**src/logic/bus_intercon_pkg.sv**
```systemverilog
package bus_intercon_pkg;
   // Default port count and bus widths
   localparam int NUM_PORTS = 4;
   localparam int ADDR_W = 16;
   localparam int DATA_W = 32;
   localparam int SEL_W = 4;
   // Slave region field: top address bits 15..14
   localparam int REGION_MSB = 15;
   localparam int REGION_LSB = 14;

   // Master request bundle as seen by the shared bus
   typedef struct packed {
      logic [ADDR_W-1:0] adr;
      logic [DATA_W-1:0] dat;
      logic [SEL_W-1:0] sel;
      logic we;
      logic stb;
   } mreq_t;

   // Slave termination bundle
   typedef struct packed {
      logic ack;
      logic rty;
      logic err;
   } term_t;

   typedef enum logic {ARB_IDLE, ARB_OWNED} arb_state_t;
endpackage

```
**src/logic/shared_bus_intercon.sv**
```systemverilog
`timescale 1ns/100ps
module shared_bus_intercon #(
   parameter int N = bus_intercon_pkg::NUM_PORTS,
   parameter int AW = bus_intercon_pkg::ADDR_W,
   parameter int DW = bus_intercon_pkg::DATA_W,
   parameter int SW = bus_intercon_pkg::SEL_W,
   parameter int RMSB = bus_intercon_pkg::REGION_MSB,
   parameter int RLSB = bus_intercon_pkg::REGION_LSB,
   parameter int GW = (N > 1) ? $clog2(N) : 1
) (
   // System clock and synchronized reset
   input wire logic ref_clk,
   input wire logic reset,
   // Master side outputs, one entry per master
   input wire logic [N-1:0] m_cyc,
   input wire logic [N-1:0] m_stb,
   input wire logic [N-1:0] m_we,
   input wire logic [N*AW-1:0] m_adr,
   input wire logic [N*DW-1:0] m_dat_w,
   input wire logic [N*SW-1:0] m_sel,
   // Master side inputs
   output logic [N-1:0] m_ack,
   output logic [N-1:0] m_rty,
   output logic [N-1:0] m_err,
   output logic [DW-1:0] m_dat_r,
   // Shared slave bus
   output logic [AW-1:0] s_adr,
   output logic [DW-1:0] s_dat_w,
   output logic [SW-1:0] s_sel,
   output logic s_we,
   output logic s_cyc,
   output logic [N-1:0] s_stb,
   // Slave returns
   input wire logic [N-1:0] s_ack,
   input wire logic [N-1:0] s_rty,
   input wire logic [N-1:0] s_err,
   input wire logic [N*DW-1:0] s_dat_r,
   // Arbiter status
   output logic [N-1:0] gnt,
   output logic [GW-1:0] gnt_enc
);

   // Arbiter state kept as one packed record
   typedef struct packed {
      bus_intercon_pkg::arb_state_t state;
      logic [GW-1:0] owner;
      logic [GW-1:0] last;
   } arb_t;

   arb_t cur;
   arb_t next_cur;

   // Round-robin pick: first requester after the previous owner
   function automatic logic [GW:0] rr_pick(input logic [N-1:0] req,
                                           input logic [GW-1:0] prev);
      logic [GW:0] res;
      int idx;
      res = '0;
      for (int k = N; k >= 1; k--) begin
         idx = (int'(prev) + k) % N;
         if (req[idx]) begin
            res = {1'b1, GW'(idx)};
         end
      end
      return res;
   endfunction

   // Region decode, used for strobes and the read-back mux
   function automatic logic [GW-1:0] region_of(input logic [AW-1:0] a);
      return GW'(a[RMSB:RLSB]);
   endfunction

   logic [GW:0] pick;
   logic owner_cyc;

   // Arbiter next state: hold while owner cycles, else re-arbitrate
   always_comb begin
      next_cur = cur;
      pick = rr_pick(m_cyc, cur.last);
      owner_cyc = m_cyc[cur.owner];
      case (cur.state)
         bus_intercon_pkg::ARB_IDLE: begin
            if (pick[GW]) begin
               next_cur.state = bus_intercon_pkg::ARB_OWNED;
               next_cur.owner = pick[GW-1:0];
            end
         end
         bus_intercon_pkg::ARB_OWNED: begin
            // Release costs one idle cycle so the old owner never retains
            // a grant it no longer asks for
            if (!owner_cyc) begin
               next_cur.state = bus_intercon_pkg::ARB_IDLE;
               next_cur.last = cur.owner;
            end
         end
         default: begin
            next_cur.state = bus_intercon_pkg::ARB_IDLE;
         end
      endcase
      if (reset) begin
         next_cur.state = bus_intercon_pkg::ARB_IDLE;
         next_cur.owner = '0;
         next_cur.last = GW'(N - 1);
      end
   end

   // State register, synchronous reset folded into next value
   always_ff @(posedge ref_clk) begin
      cur <= next_cur;
   end

   logic granted;
   assign granted = (cur.state == bus_intercon_pkg::ARB_OWNED);

   // Grant lines, one-hot and encoded
   always_comb begin
      gnt = '0;
      if (granted) begin
         gnt[cur.owner] = 1'b1;
      end
      gnt_enc = cur.owner;
   end

   // Shared bus multiplexors, no three-state drive
   always_comb begin
      s_adr = m_adr[cur.owner*AW +: AW];
      s_dat_w = m_dat_w[cur.owner*DW +: DW];
      s_sel = m_sel[cur.owner*SW +: SW];
      s_we = granted & m_we[cur.owner];
      s_cyc = granted & m_cyc[cur.owner];
   end

   logic shared_stb;
   assign shared_stb = granted & m_stb[cur.owner] & m_cyc[cur.owner];

   // Address comparator drives one slave strobe
   genvar g;
   generate
      for (g = 0; g < N; g++) begin : g_stb
         assign s_stb[g] = shared_stb &&
            (region_of(s_adr) == GW'(g));
      end
   endgenerate

   // Terminations ORed, then gated by grant
   logic any_ack;
   logic any_rty;
   logic any_err;
   always_comb begin
      any_ack = |s_ack;
      any_rty = |s_rty;
      any_err = |s_err;
      m_ack = gnt & {N{any_ack}};
      m_rty = gnt & {N{any_rty}};
      m_err = gnt & {N{any_err}};
   end

   // Read data from the addressed slave
   assign m_dat_r = s_dat_r[region_of(s_adr)*DW +: DW];

   // Assertions
   property p_onehot;
      @(posedge ref_clk) disable iff (reset) $onehot0(gnt);
   endproperty
   a_onehot: assert property (p_onehot) else $error("grant not one-hot");

   property p_grant_req;
      @(posedge ref_clk) disable iff (reset)
         (!granted && |m_cyc) |=> granted;
   endproperty
   a_grant_req: assert property (p_grant_req) else $error("no grant");

   property p_reset_nogrant;
      @(posedge ref_clk) reset |=> gnt == '0;
   endproperty
   a_reset_nogrant: assert property (p_reset_nogrant)
      else $error("grant in reset");

   property p_hold;
      @(posedge ref_clk) disable iff (reset)
         (granted && m_cyc[cur.owner]) |=> $stable(gnt);
   endproperty
   a_hold: assert property (p_hold) else $error("grant moved");

   property p_release;
      @(posedge ref_clk) disable iff (reset)
         (granted && !m_cyc[cur.owner]) |=> gnt == '0;
   endproperty
   a_release: assert property (p_release) else $error("no release");

   property p_term_gated;
      @(posedge ref_clk) disable iff (reset)
         ((m_ack | m_rty | m_err) & ~gnt) == '0;
   endproperty
   a_term_gated: assert property (p_term_gated)
      else $error("term to ungranted");

   property p_ack_route;
      @(posedge ref_clk) disable iff (reset)
         (granted && |s_ack) |-> m_ack[cur.owner];
   endproperty
   a_ack_route: assert property (p_ack_route) else $error("ack lost");

   property p_stb_decode;
      @(posedge ref_clk) disable iff (reset)
         s_stb != '0 |-> $onehot(s_stb) && s_stb[s_adr[RMSB:RLSB]] &&
            m_stb[gnt_enc] && granted;
   endproperty
   a_stb_decode: assert property (p_stb_decode)
      else $error("wrong slave strobe");

   property p_adr_mux;
      @(posedge ref_clk) disable iff (reset)
         granted |-> s_adr == m_adr[gnt_enc*AW +: AW];
   endproperty
   a_adr_mux: assert property (p_adr_mux) else $error("adr mux");

   property p_rr_next;
      @(posedge ref_clk) disable iff (reset)
         (!granted && m_cyc[(cur.last + 1) % N]) |=>
            gnt_enc == GW'((int'($past(cur.last)) + 1) % N);
   endproperty
   a_rr_next: assert property (p_rr_next) else $error("rr order");

endmodule // shared_bus_intercon

```
**config.mk**
```make
export PLATFORM = sky130hd
export DESIGN_NAME = shared_bus_intercon
export DESIGN_NICKNAME = d
export VERILOG_FILES = /design/src/logic/bus_intercon_pkg.sv /design/src/logic/shared_bus_intercon.sv
export SDC_FILE = /design/constraint.sdc
export NUM_CORES = 1
export LEC_CHECK = 0
export BUFFER_PORTS_ARGS = -buffer_cell sky130_fd_sc_hd__buf_4
export CAP_MARGIN = 10
export CORE_AREA = 2 2 185 187
export CTS_BUF_LIST = sky130_fd_sc_hd__clkbuf_8
export DETAILED_ROUTE_END_ITERATION = 10
export DIE_AREA = 0 0 187 189
export GPL_ROUTABILITY_DRIVEN = 0
export PLACE_DENSITY = 0.4
export SETUP_SLACK_MARGIN = 0.2
export SYNTH_ARGS = -nofsm -noshare
export SYNTH_HDL_FRONTEND = slang
export SYNTH_SLANG_ARGS = --single-unit
```
**constraint.sdc**
```tcl
create_clock -name ref_clk -period 4.3 [get_ports ref_clk]
set_input_delay 0.43 -clock ref_clk [delete_from_list [all_inputs] [get_ports ref_clk]]
set_output_delay 0.43 -clock ref_clk [all_outputs]
set_load 0.01 [all_outputs]
```
==> results of run 1 <==
==> cell usage in the layout, fill, tap and decap left out <==
cell type and count:
a211o_1 2, a21o_1 1, a21oi_1 3, a22oi_1 1, a311oi_1 1, and2_1 1, buf_4 474, clkbuf_8 3
clkinv_2 1, dfxtp_1 3, dfxtp_2 1, dfxtp_4 1, inv_1 9, mux2_2 1, mux2i_1 95, mux4_2 54
mux4_4 1, nand2_1 6, nand2b_1 1, nand3_1 5, nor2_1 18, nor2b_1 1, nor3_1 1, nor3b_1 1
nor4_1 3, nor4b_4 1, o21a_1 1, o21ai_0 3, o22ai_1 1, o31a_1 1
==> registers in the layout, summed over array words and instances (netlist names) <==
| signal | flops |
|---|---|
| cur | 2 |
| gnt_enc | 2 |
| granted | 1 |
==> area by class of cell <==
| type | instances | area, um^2 |
|---|---|---|
| well taps | 448 | 560.5 |
| flip-flops and latches | 5 | 105.1 |
| fillers | 3723 | 26490 |
| repair buffers | 474 | 3558 |
| inverters | 9 | 33.78 |
| clock inverters | 1 | 5.005 |
| multi-input cells | 203 | 2486 |
| clock buffers | 3 | 41.29 |
==> metal layers <==
metal	global-route usage, %	vias up
met5	0	-
met4	0.8852	0
met3	2.984	4
met2	20.47	283
met1	11.62	1866
li1	-	1898
==> worst reg2reg max path: stages (launching register included) <==
cell and delay, ps:
dfxtp_4 340, buf_4 340, buf_4 670, mux4_2 760
nand2b_1 230, a211o_1 310
==> where the power goes <==
group | internal (uW) | switching [uW] | total (uW)
Clock | 62.4 | 24.7 | 87.1
Sequential | 52.0 | 8.41 | 60.4
Combinational | 625 | 441 | 1070
==> through the flow <==
stage	instance area, um^2	std cells
floorplan	2785	245
global placement	6744	1139
detailed placement	6744	1139
CTS	6790	1143
global route	6790	1143
finish	6790	1143
==> cells by family after synthesis <==
kind of cell,Yosys count,share of synthesized area (%)
multiplexers,151,79.02
AO/OA/AOI/OAI,14,3.370
buffers and inverters,37,7.233
AND/OR/NAND/NOR,38,6.783
flip-flops,5,3.594
==> path summary, 6_finish.rpt <==
path | start | end | slack [ps] | depth (start not counted)
worst max-delay path | gnt_enc[0] | s_stb[1] | 1130 | 6
worst min-delay path | reset | granted | 420 | 2
worst max register to register | gnt_enc[0] | cur[1] | 1550 | 5
worst min register to register | cur[0] | cur[0] | 540 | 1
==> impl_table.tex, run 1 <==
\begin{tabular}{lr}
\hline
Metric & Value \\
\hline
\multicolumn{2}{l}{\textbf{Die}} \\
\quad Die Outline Area & 35340 um\^{}2 \\
\quad Core region area & 33280 um\^{}2 \\
\quad I/O pins & 470 \\
\quad Die Wd & 187 um \\
\quad Die extent in y & 189 um \\
\quad Floorplan row count & 67 \\
\quad Initial cell density of the core & 8.369\% \\
\multicolumn{2}{l}{\textbf{Power and ir drop}} \\
\quad Reported leakage power & 0.003398 uW \\
\quad VDD IR-drop max & 62.16 uV \\
\quad Power per cell area & 178.8 nW/um\^{}2 \\
\quad Overall Power & 1214 uW \\
\multicolumn{2}{l}{\textbf{Timing}} \\
\quad Transition time at the pin with the least slew margin & 857.3 ps \\
\quad Setup repair after global routing missed its margin & no \\
\quad Shortest clock period the worst path allows after layout & 3174 ps \\
\quad Number of hold-slack violations in the final timing report & 0 \\
\quad Fin Hold WS & 423.4 ps \\
\quad Number of endpoints failing setup at the final stage & 0 \\
\quad Peak clock frequency supported by timing & 315.1 MHz \\
\quad Final slew viol count & 0 \\
\quad Final worst-path cycle share & 73.81\% \\
\quad Worst max-slew margin expressed relative to the limit & 42.85\% \\
\quad Final WS setup & 1126 ps \\
\quad Final total negative setup slack & 0 ps \\
\quad Worst setup skew after layout & 2.260 ps \\
\multicolumn{2}{l}{\textbf{Clock network}} \\
\quad Cts repair resizes & 0 \\
\quad Setup repair bufs after CTS & 0 \\
\quad Clock slew at the register clock pins of the worst setup and hold paths & 40 ps \\
\quad Clk sinks & 5 \\
\quad Clock latency at the later pin of the worst-skew pair & 220 ps \\
\quad Maximum count of clock buffers along a single path & 2 \\
\quad Inserted Clock Buffers & 3 \\
\quad H-tree levels & 1 \\
\quad Cell at the root of the clock tree & clkbuf\_8 \\
\quad Hold\_buf cts & 0 \\
\quad Clock tree from TritonCTS & built \\
\multicolumn{2}{l}{\textbf{Place}} \\
\quad Sum of net half-perimeters after detailed placement & 17680 um \\
\quad Total of buffers placed on input and output ports & 469 \\
\quad Setup WS pre-CTS & 1270 ps \\
\multicolumn{2}{l}{\textbf{Setup path}} \\
\quad Startpoint Class & register \\
\quad Class of the most critical setup path & reg2out \\
\quad Required time at the endpoint of the critical path & 3870 ps \\
\quad Worst Path Max Fanout & 40 \\
\quad CP delay by family, top & buffers and inverters \\
\quad CP Cell Sequence & buf\_4 -> buf\_4 -> mux4\_2 -> nand2\_1 -> nor3\_1 -> buf\_4 \\
\quad Worst Path Arrival & 2740 ps \\
\quad Most frequent CP cell & buf\_4 \\
\quad Slowest stage delay, CP & 680 ps \\
\quad Kind of capture point of the worst setup path & output port \\
\quad CP Buf/Inv Count & 3 \\
\quad Library cell contributing the largest single delay on the critical path & mux4\_2 \\
\multicolumn{2}{l}{\textbf{Detailed routing}} \\
\quad WL/cell & 17.23 um \\
\quad 1st-iter DRT viols & 113 \\
\quad DRC violation count after routing & 0 \\
\quad Total wirelength of the detailed-routed design & 19690 um \\
\quad Via count of the routed design & 4051 \\
\quad Detail Route met2 WL & 10650 um \\
\quad Routed met1 length & 7235 um \\
\quad Remaining number of nets flagged by the antenna check after routing & 0 \\
\quad Uppermost layer routed & met4 \\
\quad Vias per cell & 3.544 \\
\quad DRT Pass-1 Iters & 4 \\
\quad Detailed-routed wire length on met3 & 1745 um \\
\multicolumn{2}{l}{\textbf{GRT}} \\
\quad Maximum number of pins on one net before global-route repair & 59 \\
\quad Global routing usage summed across all routing layers & 10.50\% \\
\quad Wire length of the first global-routing pass & 28030 um \\
\quad Total global routing overflow & 0 \\
\quad Vias in the first global route & 4371 \\
\quad Antenna violations before repair & 0 \\
\multicolumn{2}{l}{\textbf{Synth}} \\
\quad Synthesized net count & 607 \\
\quad Synthesized cell area & 2785 um\^{}2 \\
\quad Gate count of the mapped netlist & 245 \\
\quad Count of flip-flops with a built-in enable after synthesis & 0 \\
\quad Yosys synthesis warning count & 0 \\
\quad Most used flip-flop cell after synthesis & dfxtp\_1 \\
\quad Synth cell types & 28 \\
\quad Fraction of post-synthesis cell area in the top cell type by area & 44.47\% \\
\quad Flop and latch count out of synthesis & 5 \\
\quad Synthesized area per cell & 11.37 um\^{}2 \\
\quad Most numerous cell in the Yosys netlist & mux2i\_1 \\
\quad Dominant cell type by area after synthesis & mux4\_2 \\
\quad List of most frequent post-synthesis cells & mux2i\_1 (95), mux4\_2 (55), nor2\_1 (18) \\
\quad Share of the yosys chip area belonging to registers & 3.594\% \\
\quad Share of async-settable or async-resettable flops after synthesis & 0\% \\
\quad Leading cell types by total area after synthesis & mux4\_2 (44\%), mux2i\_1 (34\%), dfxtp\_1 (3.6\%) \\
\multicolumn{2}{l}{\textbf{Finish}} \\
\quad Final Util & 20.40\% \\
\quad Share of post-route cells with drive strength above 1 & 77.27\% \\
\quad Final net count & 1058 \\
\quad Area growth from synthesis to layout & 143.8\% \\
\quad ANT cells & 0 \\
\multicolumn{2}{l}{\textbf{Run status}} \\
\quad Status & complete, no violations \\
\multicolumn{2}{l}{\textbf{Min path}} \\
\quad Path class of the lowest-slack min-delay path & in2reg \\
\multicolumn{2}{l}{\textbf{Flow run}} \\
\quad MaxCap Viol Count & 0 \\
\hline
\end{tabular}
(Power assumes the default switching activity.)
==> run 2, diff against run 1 <==
--- a/config.mk
+++ b/config.mk
@@ -5,12 +5,13 @@
 export SDC_FILE = /design/constraint.sdc
 export NUM_CORES = 1
 export LEC_CHECK = 0
+export ABC_AREA = 1
 export BUFFER_PORTS_ARGS = -buffer_cell sky130_fd_sc_hd__buf_4
 export CAP_MARGIN = 10
-export CORE_AREA = 2 2 185 187
+export CORE_AREA = 2 2 183 185
 export CTS_BUF_LIST = sky130_fd_sc_hd__clkbuf_8
 export DETAILED_ROUTE_END_ITERATION = 10
-export DIE_AREA = 0 0 187 189
+export DIE_AREA = 0 0 185 187
 export GPL_ROUTABILITY_DRIVEN = 0
 export PLACE_DENSITY = 0.4
 export SETUP_SLACK_MARGIN = 0.2
==> constraint.sdc (replaced) <==
create_clock -name ref_clk -period 3 [get_ports ref_clk]
set_input_delay 0.3 -clock ref_clk [delete_from_list [all_inputs] [get_ports ref_clk]]
set_output_delay 0.3 -clock ref_clk [all_outputs]
set_load 0.01 [all_outputs]
==> impl_table.tex, run 2 <==
\begin{tabular}{lr}
\hline
Metric & Value \\
\hline
\multicolumn{2}{l}{\textbf{Run status}} \\
\quad Status & complete, no violations \\
\multicolumn{2}{l}{\textbf{Timing}} \\
\quad Worst setup skew after layout & 1.310 ps (-0.9508 ps) \\
\quad Final total negative setup slack & 0 ps (unchanged) \\
\quad Final worst-path cycle share & 86.71\% \\
\quad Setup repair after global routing missed its margin & no \\
\quad Shortest clock period the worst path allows after layout & 2601 ps \\
\quad Transition time at the pin with the least slew margin & 734.2 ps (-123.0 ps) \\
\quad Final slew viol count & 0 (unchanged) \\
\quad Worst max-slew margin expressed relative to the limit & 50.60\% (+7.8 points) \\
\quad Peak clock frequency supported by timing & 384.4 MHz \\
\quad Number of endpoints failing setup at the final stage & 0 (unchanged) \\
\quad Number of hold-slack violations in the final timing report & 0 (unchanged) \\
\multicolumn{2}{l}{\textbf{Synth}} \\
\quad Gate count of the mapped netlist & 583 (+140\%) \\
\quad Share of the yosys chip area belonging to registers & 3.504\% (-0.090 points) \\
\quad List of most frequent post-synthesis cells & nand2\_1 (252), nand3\_1 (126), a22oi\_1 (81) \\
\quad Share of async-settable or async-resettable flops after synthesis & 0\% (unchanged) \\
\quad Synthesized area per cell & 4.900 um\^{}2 (-57\%) \\
\quad Fraction of post-synthesis cell area in the top cell type by area & 33.11\% (-11 points) \\
\quad Most used flip-flop cell after synthesis & dfxtp\_1 \\
\quad Flop and latch count out of synthesis & 5 (unchanged) \\
\quad Dominant cell type by area after synthesis & nand2\_1 \\
\quad Most numerous cell in the Yosys netlist & nand2\_1 \\
\quad Synthesized net count & 945 (+56\%) \\
\quad Leading cell types by total area after synthesis & nand2\_1 (33\%), nand3\_1 (22\%), a22oi\_1 (21\%) \\
\quad Yosys synthesis warning count & 0 (unchanged) \\
\quad Count of flip-flops with a built-in enable after synthesis & 0 (unchanged) \\
\quad Synth cell types & 24 (-14\%) \\
\quad Synthesized cell area & 2856 um\^{}2 (+2.6\%) \\
\multicolumn{2}{l}{\textbf{Clock network}} \\
\quad Maximum count of clock buffers along a single path & 2 (unchanged) \\
\quad Cell at the root of the clock tree & clkbuf\_8 \\
\quad Setup repair bufs after CTS & 0 (unchanged) \\
\quad Cts repair resizes & 0 (unchanged) \\
\quad Hold\_buf cts & 0 (unchanged) \\
\quad H-tree levels & 1 (unchanged) \\
\quad Clock latency at the later pin of the worst-skew pair & 230 ps (about the same) \\
\quad Inserted Clock Buffers & 3 (unchanged) \\
\quad Clk sinks & 5 (unchanged) \\
\quad Clock tree from TritonCTS & built \\
\quad Clock slew at the register clock pins of the worst setup and hold paths & 40 ps (about the same) \\
\multicolumn{2}{l}{\textbf{GRT}} \\
\quad Maximum number of pins on one net before global-route repair & 68 (+15\%) \\
\quad Global routing usage summed across all routing layers & 12.99\% (+2.5 points) \\
\quad Antenna violations before repair & 0 (unchanged) \\
\quad Vias in the first global route & 5771 (+32\%) \\
\quad Total global routing overflow & 0 (unchanged) \\
\quad Wire length of the first global-routing pass & 34270 um (+22\%) \\
\multicolumn{2}{l}{\textbf{Die}} \\
\quad Floorplan row count & 67 (unchanged) \\
\quad Die extent in y & 187 um (-1.1\%) \\
\quad I/O pins & 470 (unchanged) \\
\quad Die Wd & 185 um (-1.1\%) \\
\quad Core region area & 32860 um\^{}2 (-1.3\%) \\
\quad Die Outline Area & 34600 um\^{}2 (-2.1\%) \\
\quad Initial cell density of the core & 8.693\% (+0.32 points) \\
\multicolumn{2}{l}{\textbf{Detailed routing}} \\
\quad 1st-iter DRT viols & 226 (+100\%) \\
\quad WL/cell & 16.71 um (-3.0\%) \\
\quad Total wirelength of the detailed-routed design & 24470 um (+24\%) \\
\quad Vias per cell & 3.929 (+11\%) \\
\quad DRT Pass-1 Iters & 5 (+1) \\
\quad Via count of the routed design & 5752 (+42\%) \\
\quad DRC violation count after routing & 0 (unchanged) \\
\quad Remaining number of nets flagged by the antenna check after routing & 0 (unchanged) \\
\multicolumn{2}{l}{\textbf{Setup path}} \\
\quad Worst Path Max Fanout & 52 (+30\%) \\
\quad Startpoint Class & register \\
\quad Class of the most critical setup path & reg2out \\
\quad Worst Path Arrival & 2300 ps (-440 ps) \\
\quad Required time at the endpoint of the critical path & 2700 ps (-1170 ps) \\
\quad Kind of capture point of the worst setup path & output port \\
\multicolumn{2}{l}{\textbf{Place}} \\
\quad Total of buffers placed on input and output ports & 469 (unchanged) \\
\quad Sum of net half-perimeters after detailed placement & 20650 um (+17\%) \\
\multicolumn{2}{l}{\textbf{Power and ir drop}} \\
\quad Reported leakage power & 0.003673 uW (+8.1\%) \\
\quad VDD IR-drop max & 216.9 uV (+250\%) \\
\quad Power per cell area & 581.1 nW/um\^{}2 (+230\%) \\
\multicolumn{2}{l}{\textbf{Finish}} \\
\quad Share of post-route cells with drive strength above 1 & 48.23\% (-29 points) \\
\quad ANT cells & 0 (unchanged) \\
\quad Final net count & 1379 (+30\%) \\
\quad Most frequent standard cell in the layout excluding fill and tap cells & buf\_4 \\
\quad Commonest non-fill, non-tap cells in the layout & buf\_4 (475), nand2\_1 (251), nand3\_1 (126) \\
\quad Area growth from synthesis to layout & 139.0\% \\
\quad Final Util & 20.77\% (+0.37 points) \\
\multicolumn{2}{l}{\textbf{Flow run}} \\
\quad MaxCap Viol Count & 0 (unchanged) \\
\multicolumn{2}{l}{\textbf{Min path}} \\
\quad Path class of the lowest-slack min-delay path & in2reg \\
\hline
\end{tabular}
[run 2: cell count changes in the layout (fill, tap and decap cells not counted), moves of 5 or more]
cell	before	now
nand3_1	5	126
mux2i_1	95	0
mux4_2	54	0
nand2_1	6	251
inv_2	0	5
a22oi_1	1	81
nor2_1	18	26
inv_1	9	22
[run 2: path summary, 6_finish.rpt]
path	startpoint	endpoint	slack, ps	cells past startpoint
setup / recovery	gnt_enc[0]	s_stb[3]	400	8
hold reg to reg	granted	granted	520	2
hold / removal	reset	granted	250	2
setup reg to reg	cur[0]	gnt_enc[1]	1250	8
[run 2: critical path, stage by stage (launching register included)]
cell     delay [ps]
dfxtp_1         580
nand2_1         190
inv_2           120
buf_4           530
a22oi_1         190
nand2_1          90
nand2_1         100
nor2_1          120
buf_4           130
[run 2: kinds of logic after synthesis]
| group | synth area share [%] |
|---|---|
| AND/OR/NAND/NOR | 60.80 |
| AO/OA/AOI/OAI | 23.87 |
| buffers and inverters | 11.83 |
| flip-flops | 3.504 |
[run 2: per-layer routing]
| layer | wire (um) | vias to the layer above | global-route usage [%] |
|---|---|---|---|
| li1 | - | 2851 | - |
| met1 | 9361 | 2556 | 14.69 |
| met2 | 11900 | 319 | 23.68 |
| met3 | 2520 | 26 | 3.329 |
| met4 | 682 | 0 | 3.877 |
| met5 | 0 | - | 0 |
[run 2: layout make-up]
cell class,count,area [um^2]
clock buffer,3,41.29
clock inverter,1,3.754
fill,3820,26040
inverter,26,97.59
multi-input combinational,504,2426
sequential,5,100.1
tap,448,560.5
timing repair buffer,477,3597
[run 2: through the flow]
stage	total power (uW)	std cells	hold slack, ps	setup WS [ps]	cell area [um^2]
finish	3967	1464	248.6	398.7	6827
global placement	3922	1460	489.6	500.3	6778
CTS	4048	1464	247.7	276.5	6823
floorplan	2025	583	369.1	1179	2856
detailed placement	3921	1460	491.5	510.4	6778
global route	4344	1464	260.9	201.4	6827
[run 2: report_power, final]
group          switching [uW]  internal, uW  total [uW]
Clock                    39.8          88.3         128
Sequential               39.8          83.2         123
Combinational            2100          1620        3720
